## config.mk

```make
export PLATFORM = sky130hd
export DESIGN_NAME = bcu_core
export DESIGN_NICKNAME = d
export VERILOG_FILES = /design/src/design/bcu_core.v /design/src/design/bcu_disp.v
export VERILOG_INCLUDE_DIRS = /design/src /design/src/design
export SDC_FILE = /design/constraint.sdc
export NUM_CORES = 1
export LEC_CHECK = 0
export BUFFER_PORTS_ARGS = -buffer_cell sky130_fd_sc_hd__buf_2
export CELL_PAD_IN_SITES_DETAIL_PLACEMENT = 2
export CELL_PAD_IN_SITES_GLOBAL_PLACEMENT = 2
export CORE_ASPECT_RATIO = 0.8
export CORE_MARGIN = 1.5
export CORE_UTILIZATION = 30
export DETAILED_ROUTE_END_ITERATION = 6
export GPL_TIMING_DRIVEN = 0
export PLACE_DENSITY_LB_ADDON = 0.1
export SLEW_MARGIN = 20
export SYNTH_ARGS = -nofsm -noshare
export SYNTH_HDL_FRONTEND = slang
export SYNTH_HIERARCHICAL = 1
export SYNTH_SLANG_ARGS = --single-unit
```

## constraint.sdc

```tcl
create_clock -name mclk -period 9.8 [get_ports mclk]
set_input_delay 0.49 -clock mclk [delete_from_list [all_inputs] [get_ports mclk]]
set_output_delay 0.49 -clock mclk [all_outputs]
set_load 0.02 [all_outputs]
```

## src/design/bcu_defines.vh

```
/*
 holds constants for the branch and call unit: operation codes, field widths,
 stack entry layout. assumes inclusion by bare name from design files.
*/
`ifndef BCU_DEFINES_VH
`define BCU_DEFINES_VH

// operation select codes on op_sel
`define BCU_OP_NONE        3'h0
`define BCU_OP_ROT_MASK    3'h1
`define BCU_OP_CALL_COND   3'h2
`define BCU_OP_CALL_ALWAYS 3'h3
`define BCU_OP_BR_COND     3'h4
`define BCU_OP_BR_ABS      3'h5
`define BCU_OP_BR_INDEX    3'h6

// widths
`define BCU_PC_W           16
`define BCU_FLAG_W         4

// stack entry: {bank_b, bank_a, irq_en, flags[3:0], pc[15:0]}
`define BCU_ENT_PC_LSB     0
`define BCU_ENT_FLAG_LSB   16
`define BCU_ENT_IRQ_BIT    20
`define BCU_ENT_BANKA_BIT  21
`define BCU_ENT_BANKB_BIT  22
`define BCU_ENT_W          23

// reset value of the program counter
`define BCU_PC_RESET       16'h0000

`endif

```

## src/design/bcu_core.v

```verilog
/*
 branch and call unit: computes the next program counter for the rotate-and-mask
 jump, far subroutine entries and far branches, and pushes return context.
 every result is registered: pc_reg, taken_reg and push_reg answer one clock
 after the cycle in which op_valid is high; taken_reg and push_reg are pulses.
 stack_entry_reg carries the entry to push while push_reg stands and holds
 between pushes; flags_we stays low, no control transfer touches the flags.
 it owns no storage beyond its result registers and the entry it presents.
 assumes decode presents one operation per cycle with operands already fetched,
 and the register file supplies the active register value and index register.
 assumes pc_next_insn already points past the whole instruction, both words of
 a two-word one, and that the address stack and register banks live elsewhere.
*/
`timescale 1ns/1ps
`include "bcu_defines.vh"

module bcu_core #(
    parameter DW = 8
) (
    input  wire                     mclk,
    input  wire                     rst_b,
    input  wire                     op_valid,
    input  wire [2:0]               op_sel,
    input  wire [`BCU_PC_W-1:0]     pc_next_insn,
    input  wire [DW-1:0]            src_val,
    input  wire [2:0]               rot_amt,
    input  wire [2:0]               mask_cnt,
    input  wire [2:0]               bit_pos,
    input  wire                     bit_state,
    input  wire [`BCU_PC_W-1:0]     abs_target,
    input  wire [`BCU_PC_W-1:0]     index_addr,
    input  wire [`BCU_FLAG_W-1:0]   alu_flags,
    input  wire                     global_irq_enable,
    input  wire                     bank_a_alt,
    input  wire                     bank_b_alt,
    output reg  [`BCU_PC_W-1:0]     pc_reg,
    output reg                      taken_reg,
    output reg                      push_reg,
    output reg  [`BCU_ENT_W-1:0]    stack_entry_reg,
    output wire                     flags_we
);
    // displacement and targets
    wire [`BCU_PC_W-1:0]   disp;
    wire [`BCU_PC_W-1:0]   rot_target;

    // bit test
    wire [DW-1:0]          bit_sel;
    wire [DW-1:0]          bit_hit;
    wire                   bit_match;

    // decoded operation
    reg  [1:0]             tgt_sel;
    reg                    need_bit;
    reg                    is_call;
    wire                   cond_ok;
    wire                   take_xfer;

    // next-state values
    reg  [`BCU_PC_W-1:0]   pc_next;
    reg                    taken_next;
    reg                    push_next;
    reg  [`BCU_ENT_W-1:0]  stack_entry_next;

    // where the new program counter comes from
    localparam [1:0] TGT_FALL = 2'h0;
    localparam [1:0] TGT_ROT  = 2'h1;
    localparam [1:0] TGT_ABS  = 2'h2;
    localparam [1:0] TGT_IDX  = 2'h3;

    // rotate, mask and sign-extension of the register copy
    bcu_disp #(
        .DW       (DW)
    ) u_disp (
        .src_val  (src_val),
        .rot_amt  (rot_amt),
        .mask_cnt (mask_cnt),
        .disp     (disp)
    );

    // bit test: the one-hot position picks a single register bit
    // a position beyond the register width selects nothing and so never matches
    assign bit_sel = {{(DW-1){1'b0}}, 1'b1} << bit_pos;

    genvar b;
    generate
        for (b = 0; b < DW; b = b + 1) begin : g_bit
            assign bit_hit[b] = bit_sel[b] & ~(src_val[b] ^ bit_state);
        end
    endgenerate

    assign bit_match = |bit_hit;

    // decode: target source, whether a bit is tested, whether context is pushed
    // unknown codes and op_valid low both fall through, so a stray code
    // can never push an entry onto the stack
    always @* begin
        tgt_sel  = TGT_FALL;
        need_bit = 1'b0;
        is_call  = 1'b0;
        if (op_valid) begin
            case (op_sel)
                `BCU_OP_ROT_MASK: begin
                    tgt_sel = TGT_ROT;
                end
                `BCU_OP_CALL_COND: begin
                    tgt_sel  = TGT_ABS;
                    need_bit = 1'b1;
                    is_call  = 1'b1;
                end
                `BCU_OP_CALL_ALWAYS: begin
                    tgt_sel = TGT_ABS;
                    is_call = 1'b1;
                end
                `BCU_OP_BR_COND: begin
                    tgt_sel  = TGT_ABS;
                    need_bit = 1'b1;
                end
                `BCU_OP_BR_ABS: begin
                    tgt_sel = TGT_ABS;
                end
                `BCU_OP_BR_INDEX: begin
                    tgt_sel = TGT_IDX;
                end
                default: begin
                    tgt_sel = TGT_FALL;
                end
            endcase
        end
    end

    // a conditional code whose bit misses acts as no operation
    assign cond_ok   = !need_bit || bit_match;
    assign take_xfer = (tgt_sel != TGT_FALL) && cond_ok;

    // table jump is relative to the instruction after the jump
    // the 16-bit add wraps around the ends of instruction memory
    assign rot_target = pc_next_insn + disp;

    // next program counter; a miss or idle cycle falls through past both words
    always @* begin
        pc_next = pc_next_insn;
        if (take_xfer) begin
            case (tgt_sel)
                TGT_ROT: begin
                    pc_next = rot_target;
                end
                TGT_ABS: begin
                    pc_next = abs_target;
                end
                TGT_IDX: begin
                    pc_next = index_addr;
                end
                default: begin
                    pc_next = pc_next_insn;
                end
            endcase
        end
    end

    // only a call that is taken pushes; branches and misses leave the stack alone
    always @* begin
        taken_next = take_xfer;
        push_next  = take_xfer && is_call;
    end

    // return context as one entry, built field by field
    // the saved address is pc_next_insn, not the target, so a return resumes
    // after both words of the call
    always @* begin
        stack_entry_next = stack_entry_reg;
        if (push_next) begin
            stack_entry_next[`BCU_ENT_PC_LSB +: `BCU_PC_W]     = pc_next_insn;
            stack_entry_next[`BCU_ENT_FLAG_LSB +: `BCU_FLAG_W] = alu_flags;
            stack_entry_next[`BCU_ENT_IRQ_BIT]                 = global_irq_enable;
            stack_entry_next[`BCU_ENT_BANKA_BIT]               = bank_a_alt;
            stack_entry_next[`BCU_ENT_BANKB_BIT]               = bank_b_alt;
        end
    end

    // result registers answer one clock after the operation is taken;
    // taken_reg and push_reg stand for that one cycle only
    always @(posedge mclk) begin
        if (!rst_b) begin
            pc_reg    <= `BCU_PC_RESET;
            taken_reg <= 1'b0;
            push_reg  <= 1'b0;
        end else begin
            pc_reg    <= pc_next;
            taken_reg <= taken_next;
            push_reg  <= push_next;
        end
    end

    // entry holds between pushes; bank selections are only copied, never driven
    always @(posedge mclk) begin
        if (!rst_b) begin
            stack_entry_reg <= {`BCU_ENT_W{1'b0}};
        end else begin
            stack_entry_reg <= stack_entry_next;
        end
    end

    // control transfers never write the arithmetic flags
    assign flags_we = 1'b0;
endmodule

```

## src/design/bcu_disp.v

```verilog
/*
 rotate-and-mask displacement former for the branch and call unit.
 purely combinational; the caller supplies a register copy and the operands.
*/
`timescale 1ns/1ps
`include "bcu_defines.vh"

module bcu_disp #(
    parameter DW = 8
) (
    input  wire [DW-1:0]            src_val,
    input  wire [2:0]               rot_amt,
    input  wire [2:0]               mask_cnt,
    output wire [`BCU_PC_W-1:0]     disp
);
    wire [2*DW-1:0] dbl;
    wire [DW-1:0]   rotated;
    wire [DW-1:0]   keep;
    wire [DW-1:0]   masked;

    // rotate right by 0..7, zero gives the copy unchanged
    assign dbl     = {src_val, src_val} >> rot_amt;
    assign rotated = dbl[DW-1:0];

    genvar i;
    generate
        for (i = 0; i < DW; i = i + 1) begin : g_mask
            if (i == 0) begin : g_lsb
                assign keep[i] = 1'b0;
            end else begin : g_hi
                // bit i cleared when it lies among the top mask_cnt bits
                assign keep[i] = ((DW - 1 - i) >= mask_cnt) ? 1'b1 : 1'b0;
            end
        end
    endgenerate

    assign masked = rotated & keep;
    assign disp   = {{(`BCU_PC_W-DW){masked[DW-1]}}, masked};
endmodule

```

==> run_results.csv <==
group,metric,value,unit
run,cap_viol_max_count,0,
clocking,cts_tree,"done",
setup_path,rr_worst_depth,2,
clocking,cts.hold.buffers_added,0,
timing,tightest_slew,0.744,ns
setup_path,worstSetupPathType,"in2reg",
timing,finClkSkew,0,ns
timing,slew_headroom,49.7,%
clocking,cts-buffers-inserted,5,
global_route,grt_usage,21.8,%
synth,syn_area,3070,sq um
synth,synth_flop_cell,"dfxtp_1",
finish,largest_reg_flops,23,
setup_path,end_kind,"flop",
die,die_width,116,um
timing,fin_crit,3.63,ns
clocking,cts_sinks,41,
setup_path,crit_top_cell,"a21oi_1",
synth,synth.area.mux_share,14.6,%
setup_path,slowest_delay,0.61,ns
synth,ys_seq_area_share,26.8,%
run_status,outcome,"complete, no violations",
routing,antenna_left,0,
routing,avgViaCountPerCell,5.27,
clocking,cts_buffer_depth,2,
setup_path,worstReg2RegStart,"stack_entry_reg[6]$_SDFFE_PN0P_",
timing,rsz0062_at_grt,"false",
die,dieArea,10800,sq um
power,netSwitchingFraction,33.4,%
setup_path,startpoint,"rot_amt[1]",
synth,synth-warning-count,6,
setup_path,cp_num_buf_inv,3,
power,power.leakage,1.95,nW
timing,period_share,37.1,%
timing,fmax,275,MHz
die,die_h,93.5,um
setup_path,crit_chain,"buf_2 > buf_6 > mux2_2 > o22ai_1 > nor3_2 > buf_4 > ha_1 > a21oi_1 > o21ai_0 > a311o_1 > or3_1 > a31oi_1 > a21oi_1",
die,core_area,9810,sq um
power,p_comb_share,32.8,%
placement,gp_congestion,0.810,
finish,antenna-diode-count,0,
global_route,grt_overflow,0,
clocking,ctsHtreeMaxLevel,2,
timing,tns,0,ns
setup_path,slowest_stage,"nor3_2",
synth,synth_top_family_by_area,"compound AO/OA/AOI/OAI gates",
die,start_util,31.3,%
synth,synth_top_area_share,26.8,%
timing,drv_slew,0,
synth,synth_top_area_cell,"dfxtp_1",
clocking,cts.clk_slew.worst_paths,0.06,ns
routing,first_iter_violations,142,
setup_path,crit_end,"pc_reg[14]$_SDFF_PN0_",
placement,hpwl,9.70,mm
synth,avgSynthCellArea,8.79,sq um
power,intPower,338,uW
setup_path,r2r_end,"stack_entry_reg[6]$_SDFFE_PN0P_",
die,io_pins,121,
finish,utilization,40.4,%
synth,yosys.area_share.simple,16.0,%
routing,firstDrtPassIters,4,
routing,vias,3202,
routing,wl,11.8,mm
finish,area_delta_synth_final,29.3,%
setup_path,cp_max_fo,10,
synth,ys_types,61,
die,rows,32,
power,peakVddDrop,0.0000542,V
power,p_seq_share,35.3,%
power,cellPowerDensity,128,nW/um^2
power,clkPwrFrac,31.9,%
finish,drive_gt1_share,36.2,%
setup_path,critical_path_arrival,3.80,ns
synth,synth.most_common_cell,"nor2_1",
clocking,clk_latency,0.28,ns
setup_path,critPathTopFamily,"compound AO/OA/AOI/OAI gates",
setup_path,path_depth,13,
synth,synth_nets,444,
setup_path,critPathLaunchType,"primary input",
synth,synth-edff-count,0,
timing,setup_viol,0,
synth,postSynthCellCount,349,
clocking,ctsRootBufferMaster,"clkbuf_16",
synth,synth_compound_area_share,25.0,%
global_route,antenna_found_initial,0,
setup_path,cp.required,9.96,ns
synth,synth_fa_ha_area_share,6.77,%
synth,synth_xor_area_share,2.85,%
global_route,grt_pass1_vias,3298,
synth,synthArstFlopShare,0,%
synth,synth_common_cells,"nor2_1, dfxtp_1, mux2i_1",
placement,io_buffers,115,
min_path,hold_path.class,"in2reg",
synth,ys_seq_elements,41,
finish,finalNetCount,566,
routing,post-route-drc-count,0,
global_route,grt_max_degree,14,
power,p_sw,170,uW
timing,hold_violations,0,
clocking,cts_resized,0,
synth,netlist_top_cells_area,"dfxtp_1, mux2i_1, ha_1",
routing,drt-wirelength-per-cell,19.4,um
global_route,grt_pass1_wl,18.1,mm
setup_path,reg2reg_setup_slack,9.13,ns
clocking,postCtsSetupBuffers,0,
[layout make-up]
type	instances	area, sq um
plain buffers	28	214
clock buffers	5	125
clock inverters	3	17.5
fillers	1139	5840
inverters	7	26.3
multi-input cells	273	2020
flip-flops and latches	41	821
well taps	136	170
repair buffers	115	576
[worst min-delay path: cells and delay by family]
kind,cells,cell delay (ns)
buffers and inverters,1,0.07
and+or+nand+nor,1,0.07
muxes,1,0.05
[through the flow]
| stage | hold slack (ns) | power, mW | setup WS, ns | instances | area (sq um) |
|---|---|---|---|---|---|
| 2_1_floorplan | 0.590 | 0.289 | 6.41 | 349 | 3070 |
| 3_3_place_gp | 0.467 | 0.344 | 5.57 | 600 | 3810 |
| 3_5_place_dp | 0.484 | 0.349 | 5.90 | 600 | 3820 |
| 4_1_cts | 0.439 | 0.512 | 6.16 | 608 | 3960 |
| 5_1_grt | 0.463 | 0.534 | 5.97 | 608 | 3970 |
| 6_report | 0.444 | 0.508 | 6.17 | 608 | 3970 |
[placed cells by master, fill, tap and decap left out, types with 9 or more instances in the layout]
cell and n:
nand2_1 15, mux2i_1 27, ha_1 15, nor2_1 45, buf_2 119, a21oi_1 20, o21ai_0 17, o22ai_1 9
buf_4 11, dfxtp_1 41
[layer usage]
metal	track usage (%)	part of all wire (%)	vias up
met2	36.4	48	79
met5	0	0	-
met4	4.98	0.74	0
met1	30.0	46	1571
li1	-	-	1544
met3	2.59	5.6	8
[cell families after synthesis]
logic type               Yosys count
XOR/XNOR                          10
AND/OR/NAND/NOR                  101
AO/OA/AOI/OAI                    107
buffers and inverters             35
multiplexers                      37
other                              2
flip-flops                        41
adder cells (fa/ha/maj)           16
[worst min-delay path by stage]
stage                                     start                                to  slack (ns)  depth (start not counted)
2_1_floorplan   stack_entry_reg[0]$_SDFFE_PN0P_   stack_entry_reg[0]$_SDFFE_PN0P_        0.59                          2
3_3_place_gp   stack_entry_reg[17]$_SDFFE_PN0P_  stack_entry_reg[17]$_SDFFE_PN0P_        0.47                          2
3_5_place_dp   stack_entry_reg[19]$_SDFFE_PN0P_  stack_entry_reg[19]$_SDFFE_PN0P_        0.48                          2
4_1_cts                            alu_flags[3]  stack_entry_reg[19]$_SDFFE_PN0P_        0.44                          3
5_1_grt                            alu_flags[3]  stack_entry_reg[19]$_SDFFE_PN0P_        0.46                          3
6_report                           alu_flags[3]  stack_entry_reg[19]$_SDFFE_PN0P_        0.44                          3
[power by group through the flow]
stage,combinational (mW),clock [mW],sequential [mW]
finish,0.167,0.162,0.179
global route,0.183,0.171,0.180
CTS,0.167,0.165,0.180
detailed placement,0.166,0,0.183
global placement,0.161,0,0.183
floorplan,0.0934,0,0.195
(Power assumes the default switching activity.)
